<file path="src/core/pled_pkg.sv">
// Constants shared by the PHY LED controller
`default_nettype none
package pled_pkg;
    // LED control register field positions
    localparam int FN_A_HI = 11;
    localparam int FN_A_LO = 8;
    localparam int FN_B_HI = 7;
    localparam int FN_B_LO = 4;
    localparam int STR_LEN_HI = 3;
    localparam int STR_LEN_LO = 2;
    localparam int STR_EN_BIT = 1;
    // Reset value of the LED control register
    localparam logic [15:0] LED_CTRL_RST = 16'h3422;
    // LED function codes
    localparam logic [3:0] FN_TX = 4'h1;
    localparam logic [3:0] FN_RX = 4'h2;
    localparam logic [3:0] FN_COL = 4'h3;
    localparam logic [3:0] FN_LINK = 4'h4;
    localparam logic [3:0] FN_DPX = 4'h5;
    localparam logic [3:0] FN_TXRX = 4'h7;
    localparam logic [3:0] FN_ON = 4'h8;
    localparam logic [3:0] FN_OFF = 4'h9;
    localparam logic [3:0] FN_BLK_FAST = 4'ha;
    localparam logic [3:0] FN_BLK_SLOW = 4'hb;
    localparam logic [3:0] FN_LINK_RX = 4'hc;
    localparam logic [3:0] FN_LINK_TXRX = 4'hd;
    localparam logic [3:0] FN_DPX_COL = 4'he;
    // Stretch length select codes
    localparam logic [1:0] STR_NORMAL = 2'h0;
    localparam logic [1:0] STR_MEDIUM = 2'h1;
    localparam logic [1:0] STR_LONG = 2'h2;
    // Clock and times
    localparam longint CLK_HZ = 40000000;
    localparam longint NORMAL_STRETCH_MS = 40;
    localparam longint MEDIUM_STRETCH_MS = 70;
    localparam longint LONG_STRETCH_MS = 140;
    localparam longint FAST_BLINK_MS = 100;
    localparam longint SLOW_BLINK_MS = 500;
    localparam longint NORMAL_CYC = CLK_HZ * NORMAL_STRETCH_MS / 1000;
    localparam longint MEDIUM_CYC = CLK_HZ * MEDIUM_STRETCH_MS / 1000;
    localparam longint LONG_CYC = CLK_HZ * LONG_STRETCH_MS / 1000;
    localparam longint FAST_CYC = CLK_HZ * FAST_BLINK_MS / 1000;
    localparam longint SLOW_CYC = CLK_HZ * SLOW_BLINK_MS / 1000;
    // Cycles the pins are left undriven at reset before polarity is sampled
    localparam int SENSE_CYC = 16;
    // Width of timing counters; must hold the slow blink half period
    localparam int CNT_W = 25;
endpackage : pled_pkg
`default_nettype wire

</file>
<file path="src/core/pled_core.sv">
// PHY LED controller: polarity sense, duplex strap, LED functions
//
// Contract
// - Sense LED wiring at reset, then drive default
// - Polarity latched only at reset
// - Second LED sourcing clears duplex bit
// - Second LED sinking sets duplex bit
// - Codes 1000-1011 give on, off, blinks
// - Codes 0001,0010,0011,0111 show stretchable activity
// - Codes 0100, 0101 follow link, duplex
// - Combined codes 1100-1110 always stretched
// - Second LED field in bits 7-4
// - Stretch length select in bits 3-2
// - Stretch lengths 40, 70, 140 ms
// - Stretch enable bit 1 lengthens events
// - Register reached only via management port
`default_nettype none
module pled_core #(
    parameter longint NORMAL_CYC = pled_pkg::NORMAL_CYC,
    parameter longint MEDIUM_CYC = pled_pkg::MEDIUM_CYC,
    parameter longint LONG_CYC = pled_pkg::LONG_CYC,
    parameter longint FAST_CYC = pled_pkg::FAST_CYC,
    parameter longint SLOW_CYC = pled_pkg::SLOW_CYC
) (
    input wire logic mclk,
    input wire logic rst,
    // Management port access to the LED control register
    input wire logic mgmt_wr,
    input wire logic [15:0] mgmt_wdata,
    output logic [15:0] phy_led_control,
    // PHY status and activity from the same clock domain
    input wire logic link_up,
    input wire logic full_duplex,
    input wire logic tx_active,
    input wire logic rx_active,
    input wire logic col_active,
    // Duplex mode preset for the PHY control register
    output logic phy_duplex_mode_bit,
    // LED pins: input, output, enable (low while driving)
    input wire logic led_a_pin_i,
    output logic led_a_pin_o,
    output logic led_a_pin_oe_n,
    input wire logic led_b_pin_i,
    output logic led_b_pin_o,
    output logic led_b_pin_oe_n
);
    localparam int W = pled_pkg::CNT_W;

    // Reset sense sequencer states
    typedef enum logic [1:0] {
        PLED_SENSE = 2'b01,
        PLED_RUN = 2'b10
    } pled_state_t;

    pled_state_t state_reg;
    logic [4:0] sense_cnt_reg; // Cycles left before sampling
    logic [1:0] a_sync_reg; // Synchroniser for first LED pin
    logic [1:0] b_sync_reg; // Synchroniser for second LED pin
    logic a_sinks_reg; // First LED lit by sinking current
    logic b_sinks_reg; // Second LED lit by sinking current
    logic [15:0] ctrl_reg; // LED control register
    logic dpx_reg; // Duplex mode preset
    logic [W-1:0] blink_f_reg; // Fast blink phase counter
    logic [W-1:0] blink_s_reg; // Slow blink phase counter
    logic fast_reg; // Fast blink phase
    logic slow_reg; // Slow blink phase
    logic a_on_reg; // First LED lit state
    logic b_on_reg; // Second LED lit state
    logic a_drv_reg; // First pin output level
    logic b_drv_reg; // Second pin output level
    logic oe_n_reg; // Pins released while sensing
    logic [W-1:0] str_len; // Chosen stretch length
    logic str_en; // Stretch enable
    logic txrx_active; // Transmit or receive activity
    logic sense_done; // Last cycle of the sense window
    logic [3:0] act_ev; // Activity sources: tx, rx, col, tx-or-rx
    logic [3:0] act_st; // Always stretched view of each source
    logic [3:0] act_sh; // View that honours the stretch enable
    logic tx_st, rx_st, col_st, txrx_st; // Always stretched
    logic tx_sh, rx_sh, col_sh, txrx_sh; // Stretchable view

    // Pin synchronisers; the first stage feeds only the second
    always_ff @(posedge mclk or posedge rst) begin
        if (rst) begin
            a_sync_reg <= 2'h0;
            b_sync_reg <= 2'h0;
        end else begin
            a_sync_reg <= {a_sync_reg[0], led_a_pin_i};
            b_sync_reg <= {b_sync_reg[0], led_b_pin_i};
        end
    end

    // Sense window after reset, then run forever until next reset
    always_ff @(posedge mclk or posedge rst) begin
        if (rst) begin
            state_reg <= PLED_SENSE;
            sense_cnt_reg <= 5'(pled_pkg::SENSE_CYC);
        end else begin
            unique case (state_reg)
                PLED_SENSE: begin
                    if (sense_cnt_reg == 5'h0) begin
                        state_reg <= PLED_RUN;
                    end else begin
                        sense_cnt_reg <= sense_cnt_reg - 5'h1;
                    end
                end
                PLED_RUN: begin
                    // Stays here until the next reset
                    state_reg <= PLED_RUN;
                end
                default: begin
                    state_reg <= PLED_SENSE;
                end
            endcase
        end
    end

    // Sampling point: the pins have been released long enough for the
    // LED to pull them to its far terminal, and the synchroniser is full
    assign sense_done = (state_reg == PLED_SENSE) && (sense_cnt_reg == 5'h0);

    // Polarity capture: an undriven pin pulled high means LED to supply,
    // so the pin sinks; pulled low means it sources. Captured once per
    // reset, so rewiring while running waits for the next reset
    always_ff @(posedge mclk or posedge rst) begin
        if (rst) begin
            a_sinks_reg <= 1'b0;
            b_sinks_reg <= 1'b0;
        end else if (sense_done) begin
            a_sinks_reg <= a_sync_reg[1];
            b_sinks_reg <= b_sync_reg[1];
        end
    end

    // Duplex preset from the second pin's wiring: sinking gives full
    // duplex, sourcing gives half duplex
    always_ff @(posedge mclk or posedge rst) begin
        if (rst) begin
            dpx_reg <= 1'b0;
        end else if (sense_done) begin
            dpx_reg <= b_sync_reg[1];
        end
    end

    // LED control register, written through the management port only
    always_ff @(posedge mclk or posedge rst) begin
        if (rst) begin
            ctrl_reg <= pled_pkg::LED_CTRL_RST;
        end else if (mgmt_wr) begin
            // Stored as written; reserved bits are software's duty
            ctrl_reg <= mgmt_wdata;
        end
    end

    // Stretch length selection; reserved code falls back to normal
    always_comb begin
        unique case (ctrl_reg[pled_pkg::STR_LEN_HI:pled_pkg::STR_LEN_LO])
            pled_pkg::STR_MEDIUM: str_len = W'(MEDIUM_CYC);
            pled_pkg::STR_LONG: str_len = W'(LONG_CYC);
            default: str_len = W'(NORMAL_CYC);
        endcase
    end

    assign str_en = ctrl_reg[pled_pkg::STR_EN_BIT];
    assign txrx_active = tx_active || rx_active;

    // Fast blink phase: flips every FAST_CYC clocks
    always_ff @(posedge mclk or posedge rst) begin
        if (rst) begin
            blink_f_reg <= '0;
            fast_reg <= 1'b0;
        end else if (blink_f_reg == W'(FAST_CYC - 1)) begin
            // Half period over: wrap and flip the phase
            blink_f_reg <= '0;
            fast_reg <= ~fast_reg;
        end else begin
            // Still inside the half period
            blink_f_reg <= blink_f_reg + 1'b1;
        end
    end

    // Slow blink phase: flips every SLOW_CYC clocks
    always_ff @(posedge mclk or posedge rst) begin
        if (rst) begin
            blink_s_reg <= '0;
            slow_reg <= 1'b0;
        end else if (blink_s_reg == W'(SLOW_CYC - 1)) begin
            // Half period over: wrap and flip the phase
            blink_s_reg <= '0;
            slow_reg <= ~slow_reg;
        end else begin
            // Still inside the half period
            blink_s_reg <= blink_s_reg + 1'b1;
        end
    end

    // Activity sources in stretcher order
    assign act_ev = {txrx_active, col_active, rx_active, tx_active};

    // One stretcher per activity source; each always stretches and the
    // enable bit only chooses which view the stretchable codes see
    generate
        for (genvar i = 0; i < 4; i++) begin : g_str
            pled_stretch #(
                .CNT_W(W)
            ) u_str (
                .mclk(mclk),
                .rst(rst),
                .event_in(act_ev[i]),
                .stretch_on(1'b1),
                .length(str_len),
                .active(act_st[i])
            );
            // Stretchable view honours the enable bit
            assign act_sh[i] = str_en ? act_st[i] : act_ev[i];
        end
    endgenerate

    // Named views for the function decoder
    assign {txrx_st, col_st, rx_st, tx_st} = act_st;
    assign {txrx_sh, col_sh, rx_sh, tx_sh} = act_sh;

    // Decode one LED function field into a lit state
    function automatic logic led_fn(input logic [3:0] code,
            input logic tx, input logic rx, input logic col,
            input logic txrx, input logic rxs, input logic txrxs,
            input logic cols, input logic lnk, input logic dpx,
            input logic fst, input logic slw);
        logic lit;
        lit = 1'b0;
        unique case (code)
            pled_pkg::FN_TX: lit = tx;
            pled_pkg::FN_RX: lit = rx;
            pled_pkg::FN_COL: lit = col;
            pled_pkg::FN_TXRX: lit = txrx;
            pled_pkg::FN_LINK: lit = lnk;
            pled_pkg::FN_DPX: lit = dpx;
            pled_pkg::FN_ON: lit = 1'b1;
            pled_pkg::FN_OFF: lit = 1'b0;
            pled_pkg::FN_BLK_FAST: lit = fst;
            pled_pkg::FN_BLK_SLOW: lit = slw;
            pled_pkg::FN_LINK_RX: lit = lnk ^ rxs;
            pled_pkg::FN_LINK_TXRX: lit = lnk ^ txrxs;
            pled_pkg::FN_DPX_COL: lit = dpx ^ cols;
            default: lit = 1'b0; // Reserved codes stay dark
        endcase
        return lit;
    endfunction : led_fn

    // Lit state of each LED from its own field
    always_ff @(posedge mclk or posedge rst) begin
        if (rst) begin
            a_on_reg <= 1'b0;
            b_on_reg <= 1'b0;
        end else begin
            a_on_reg <= led_fn(ctrl_reg[pled_pkg::FN_A_HI:pled_pkg::FN_A_LO],
                tx_sh, rx_sh, col_sh, txrx_sh, rx_st, txrx_st, col_st,
                link_up, full_duplex, fast_reg, slow_reg);
            b_on_reg <= led_fn(ctrl_reg[pled_pkg::FN_B_HI:pled_pkg::FN_B_LO],
                tx_sh, rx_sh, col_sh, txrx_sh, rx_st, txrx_st, col_st,
                link_up, full_duplex, fast_reg, slow_reg);
        end
    end

    // Pin release: undriven through reset and the sense window so the
    // LED alone sets the pin level
    always_ff @(posedge mclk or posedge rst) begin
        if (rst) begin
            oe_n_reg <= 1'b1;
        end else begin
            oe_n_reg <= (state_reg != PLED_RUN);
        end
    end

    // Pin level: lit state flipped for a sinking LED, which lights when
    // the pin is pulled low
    always_ff @(posedge mclk or posedge rst) begin
        if (rst) begin
            a_drv_reg <= 1'b0;
            b_drv_reg <= 1'b0;
        end else begin
            a_drv_reg <= a_on_reg ^ a_sinks_reg;
            b_drv_reg <= b_on_reg ^ b_sinks_reg;
        end
    end

    // Register read-back
    always_ff @(posedge mclk or posedge rst) begin
        if (rst) begin
            phy_led_control <= pled_pkg::LED_CTRL_RST;
        end else begin
            phy_led_control <= ctrl_reg;
        end
    end

    // Outputs straight from their flops
    assign phy_duplex_mode_bit = dpx_reg;
    assign led_a_pin_o = a_drv_reg;
    assign led_b_pin_o = b_drv_reg;
    assign led_a_pin_oe_n = oe_n_reg;
    assign led_b_pin_oe_n = oe_n_reg;
endmodule : pled_core
`default_nettype wire

</file>
<file path="src/core/pled_stretch.sv">
// Pulse stretcher for one LED activity indication
`default_nettype none
module pled_stretch #(
    parameter int CNT_W = 25
) (
    input wire logic mclk,
    input wire logic rst,
    input wire logic event_in,
    input wire logic stretch_on,
    input wire logic [CNT_W-1:0] length,
    output logic active
);
    logic [CNT_W-1:0] count_reg; // Remaining stretch cycles

    // Reload on every event, count down afterwards
    always_ff @(posedge mclk or posedge rst) begin
        if (rst) begin
            count_reg <= '0;
        end else if (event_in) begin
            count_reg <= length;
        end else if (count_reg != '0) begin
            count_reg <= count_reg - 1'b1;
        end
    end

    // Shown while the event lasts, plus stretch time when enabled
    assign active = event_in || (stretch_on && count_reg != '0);
endmodule : pled_stretch
`default_nettype wire

</file>
<file path="config.mk">
export PLATFORM = sky130hd
export DESIGN_NAME = pled_core
export DESIGN_NICKNAME = d
export VERILOG_FILES = /design/src/core/pled_pkg.sv /design/src/core/pled_core.sv /design/src/core/pled_stretch.sv
export SDC_FILE = /design/constraint.sdc
export NUM_CORES = 1
export LEC_CHECK = 0
export BUFFER_PORTS_ARGS = -buffer_cell sky130_fd_sc_hd__buf_2
export CELL_PAD_IN_SITES_DETAIL_PLACEMENT = 0
export CELL_PAD_IN_SITES_GLOBAL_PLACEMENT = 1
export CORE_MARGIN = 2
export CORE_UTILIZATION = 45
export CTS_BUF_LIST = sky130_fd_sc_hd__clkbuf_2
export CTS_CLUSTER_DIAMETER = 40
export DETAILED_ROUTE_END_ITERATION = 10
export HOLD_SLACK_MARGIN = 0.12
export MAX_ROUTING_LAYER = met4
export PLACE_DENSITY_LB_ADDON = 0.15
export SYNTH_ARGS = -nofsm -noshare
export SYNTH_HDL_FRONTEND = slang
export SYNTH_HIERARCHICAL = 1
export SYNTH_SLANG_ARGS = --single-unit
</file>
<file path="constraint.sdc">
create_clock -name mclk -period 5.5 [get_ports mclk]
set_input_delay 0.55 -clock mclk [delete_from_list [all_inputs] [get_ports mclk]]
set_output_delay 0.55 -clock mclk [all_outputs]
set_load 0.02 [all_outputs]
</file>
Word level (Yosys, flattened, before mapping)
Index checks and enable logic that the tools add are counted.

storage, ports and cells
  flip-flop bits (word level) = 202
  input port bits = 26
  output and inout bits = 21
  word-level logic and storage cells = 103

cells by class
  $add $sub $neg = 7
  eq/ne operators = 32
  multiplexer cells = 19
  bitwise operators = 8
  reductions and logical operators = 16

operators by type and width
  kind                                                                  count
  25-bit 2-to-1 mux                                                     10
  25-bit nonzero test                                                   4
  25-bit by 1-bit subtractor with 25-bit output, second input constant  4
  25-bit by 1-bit adder with 25-bit output, second input constant       2
  4-bit == test, second input constant                                  12
  23-bit case mux with 2 select lines                                   1
  25-bit by 22-bit == test with 1-bit output, second input constant     1
  25-bit == test, second input constant                                 1
  4-bit by 3-bit == test with 1-bit output, second input constant       6
  1-bit case mux with 12 select lines                                   2
  4-bit by 2-bit == test with 1-bit output, second input constant       4
  4-bit by 1-bit == test with 1-bit output, second input constant       2
  2-bit nonzero test                                                    4
  5-bit zero test                                                       1
  1-bit logical OR                                                      5
  5-bit by 1-bit subtractor with 5-bit output, second input constant    1
  1-bit XOR                                                             5
  2-bit by 1-bit == test with 1-bit output, second input constant       2
  2-bit == test, second input constant                                  2
  1-bit 2-to-1 mux                                                      4
  2-bit case mux with 2 select lines                                    1
  1-bit NOT                                                             3
  2-bit 2-to-1 mux                                                      1
  2-bit by 1-bit != test with 1-bit output, second input constant       1
  other kinds (3)                                                       3

Logic depth before layout (Yosys ltp)
  depth in word-level cells = 4
  gate-level depth with buffers = 10
  mapped depth without buffers = 10

Cells and area by module
The synthesis kept the hierarchy.

by module, submodules not included
  module                              times used  cells an instance  area an instance (um^2)  sequential area each (um^2)
  pled_core                           1           414                4649.5                   2568.7
  pled_stretch at g_str[0].u_str ...  3           174                1529.0                   625.6
  pled_stretch at g_str[3].u_str      1           156                1561.5                   625.6

Worst setup path after synthesis
OpenSTA, ideal clock, no wires.

  path type = register -> register
  from = register g_str[2].u_str.count_reg[20]
  to = register b_on_reg
  library setup time = 135 ps
  data arrival time = 2843 ps
  required time = 5365 ps
  path slack = 2522 ps
  cell stages (with the launch flop) = 9
  path buffers = 0
  clock period less this slack = 2978 ps
  path through = dfrtp_1 or4_4 or4_4 nor4_4 o21bai_1 mux4_2 o2bb2ai_1 a222oi_1 nand3_1

on the way
  longest elaborated chain between the ends = 4
  elaborated cells on any way between the ends = 5
  those cells by class = mux: 2; bitwise: 1; reduce/logical: 2

RTL lines
  item                                           RTL line                            source
  start: declaration                             pled_stretch.sv:13                  logic [CNT_W-1:0] count_reg;
  start signal: assignment                       pled_stretch.sv:20                  count_reg <= length;
  start signal: assignment                       pled_stretch.sv:22                  count_reg <= count_reg - 1'b1;
  25-bit nonzero test (*)                        pled_stretch.sv:27                  assign active = event_in || (stretch_on && count_reg != '0);
  1-bit logical OR (*)                           pled_stretch.sv:27
  named net col_st                               pled_core.sv:79                     logic tx_st, rx_st, col_st, txrx_st;
  1-bit XOR or 1-bit 2-to-1 mux (tied branches)  pled_core.sv:244, pled_core.sv:215
  1-bit case mux with 12 select lines (*)        pled_core.sv:231                    unique case (code)
  end signal: assignment                         pled_core.sv:259                    b_on_reg <= led_fn(ctrl_reg[pled_pkg::FN_B_HI:pled_pkg::FN_B_LO],
  end: declaration                               pled_core.sv:68                     logic b_on_reg;

Mark *: on every way through the listed nets, which the timed path passes. The rest lies on a longest branch.
A chain may end at the register's enable or synchronous reset.

Worst setup path after layout
Ends and elaborated chain as after synthesis.

==> results.py <==
metrics = {
    "run_status": {
        "status": "completed",
    },
    "synthesis": {
        "synth_edf_count": 0,
        "yosys.area.top_type_share_pct": 43.80,
        "synth_cell_types": 74,
        "syn_area_um2": 10800,
        "yosys.area.top_type": "dfrtp_1",
        "syn_inst": 1092,
        "synth_ff_type": "dfrtp_1",
        "synth.most_common_cell": "dfrtp_1",
        "synthTopCellsByArea": "dfrtp_1 44%, xnor2_1 5.3%, nand2_1 4.7%",
        "synthArstFlopShare_pct": 100.0,
        "synth_common_cells": "189 x dfrtp_1, 134 x nand2_1, 79 x o21ai_0",
        "ys_warn_count": 6,
        "postSynthAreaPerCell_um2": 9.888,
        "ys_seq_elements": 202,
        "yosysSeqAreaShare_pct": 46.96,
    },
    "clock_tree": {
        "clk-insertion-delay-late_ps": 820,
        "clkTransAtPathRegs_ps": 120,
        "root_buffer": "clkbuf_2",
        "cts-resized-gates": 0,
        "cts_buffers": 57,
        "clkSinkCount": 202,
        "cts.path.max_buffers": 3,
        "cts_tree": "yes",
        "h-tree-depth": 2,
    },
    "timing": {
        "setup_viol": 0,
        "final.setup.worst_slack_ps": 1586,
        "skew_ps": 51.24,
        "rsz0062_at_grt": "no",
        "tightestPinTransition_ps": 1042,
        "setup_tns_ps": 0,
        "period_minus_slack_ps": 3914,
        "fin_crit_sh_pct": 71.17,
        "slew_violations": 0,
        "fin_hold_ws_ps": 219.2,
        "hold_viol": 0,
        "clock.fmax_mhz": 255.5,
        "relSlewSlack_pct": 30.43,
    },
    "global_routing": {
        "grt_overflow_total": 0,
        "antenna_found_initial": 2,
        "grt_pass1_wl_um": 40720,
        "grt_max_degree": 55,
        "grt_pass1_vias": 7975,
        "grtUsageTotal_pct": 20.06,
    },
    "route": {
        "drcViolationCount": 0,
        "wl_per_cell_um": 15.26,
        "vias_per_cell": 5.182,
        "postRouteAntennaNets": 0,
        "drt-pass1-iter-count": 4,
        "num_vias": 8245,
        "first_iter_violations": 532,
        "drt_wl_total_um": 24280,
    },
    "cells_and_area": {
        "largest_register_ffs": 100,
        "layout-area-overhead-vs-synth_pct": 12.29,
        "final_layout_size_suffix_gt1_share_pct": 18.43,
        "nFillCells": 2267,
        "final_nets": 1267,
        "layout.cells.non_filler": 1591,
    },
    "setup_path": {
        "arrival_ps": 4580,
        "crit_type": "reg2reg",
        "max_stage_delay_ps": 560,
        "crit_chain": "or4_4 -> or4_4 -> nor4_4 -> o21bai_1 -> mux4_2 -> o2bb2ai_1 -> a222oi_1 -> nand3_1 -> dlygate4sd3_1",
        "critPathSlowestCell": "or4_4",
        "worstSetupEndpointType": "flop",
        "worstRegToRegCells": 9,
        "crit_path_start_kind": "flop",
        "crit_top_cell": "or4_4",
        "crit_required_ps": 6170,
        "cp_max_fo": 5,
    },
    "pwr": {
        "irDropWorstVdd_v": 0.0001554,
        "total_leakage_power_nw": 5.221,
        "powerDensity_nw_per_um2": 271.1,
    },
    "place": {
        "dp_hpwl_um": 15590,
        "dp_cells": 1462,
        "gp_congestion": 0.7848,
        "pre_cts_ws_ps": 2220,
        "io_buffers": 46,
    },
    "floorplanning": {
        "io_pins": 47,
        "dieWidth_um": 158.9,
        "start_util_pct": 45.87,
        "dieArea_um2": 25250,
        "fp.coreArea_um2": 23540,
        "die_y_um": 158.9,
        "rows": 56,
    },
    "min_path": {
        "whs_path_depth": 3,
        "hold_path_class": "in2reg",
    },
    "flow_run": {
        "maxCapViolations": 0,
    },
}
==> metal layers <==
| layer | vias to the layer above | track usage (%) | routed length [um] |
|---|---|---|---|
| met5 | - | - | 0 |
| met4 | 0 | 5.702 | 361 |
| met3 | 41 | 3.736 | 1048 |
| met2 | 131 | 29.38 | 10860 |
| met1 | 3930 | 28.56 | 12010 |
| li1 | 4143 | - | - |
==> through the flow <==
stage          utilization, %  power, mW  area (um2)
2_1_floorplan               -      2.081       10970
3_3_place_gp            48.41      2.208       11400
3_5_place_dp            48.41      2.214       11400
4_1_cts                 51.48      3.346       12120
5_1_grt                 51.50      3.507       12130
6_report                51.50      3.287       12130
==> cell families after synthesis <==
kind of cell               synth area share [%]
adders and majority gates                 2.086
DFF                                       46.96
other                                   0.06955
and+or+nand+nor                           25.48
xor gates and xnor gates                  9.004
muxes                                     3.024
buffers and inverters                     3.268
AOI/OAI and AO/OA                         10.10
==> cells in the final DEF (no fill, tap or decap), types with 33 or more instances in the layout <==
cell type	netlist	final
a21oi_1	33	33
buf_2	9	46
clkbuf_2	0	92
conb_1	2	48
dfrtp_1	189	189
nand2_1	134	134
nand3_1	34	34
nor2_1	69	69
nor3_1	49	49
o21ai_0	79	79
xnor2_1	65	65
xor2_1	46	46
==> area by class of cell <==
cell class,count,area [um2],share of cell area (%)
inverters,33,126.4,1.042
repair buffers,70,462.9,3.818
clock buffers,92,460.4,3.797
multi-input cells,859,5547,45.74
well taps,319,399.1,3.292
diodes,2,5.005,0.04128
flip-flops and latches,202,5071,41.82
clock inverters,14,53.80,0.4437
==> power by group <==
part / internal (mW) / switching [mW]
Sequential: 1.61 / 0.120
Combinational: 0.198 / 0.271
Clock: 0.439 / 0.650
==> timing repair <==
item / in CTS / in global routing
endpoints found under the hold margin: 160 / 0
setup buffers: 0 / 0
hold buffers: 21 / 0
==> worst max-delay path, delay by kind of cell (launching register included) <==
kind / cells / cell delay [ps]
compound gates: 3 / 670
buf+inv: 1 / 560
flops: 1 / 420
mux: 1 / 500
simple gates: 4 / 1610
==> path summary, 6_finish.rpt <==
kind / from / end / slack, ps
setup reg to reg: g_str[2].u_str/count_reg[20]$_DFFE_PP0P_ / b_on_reg$_DFF_PP0_ / 1590
setup / recovery: g_str[2].u_str/count_reg[20]$_DFFE_PP0P_ / b_on_reg$_DFF_PP0_ / 1590
hold / removal: mgmt_wr / ctrl_reg[3]$_DFFE_PP0P_ / 220
min in group asynchronous: rst / ctrl_reg[3]$_DFFE_PP0P_ / 430
max in group asynchronous: rst / blink_f_reg[24]$_DFF_PP0_ / 3890
hold reg to reg: b_sync_reg[0]$_DFF_PP0_ / b_sync_reg[1]$_DFF_PP0_ / 360
Power figures use the tool's default switching activity.
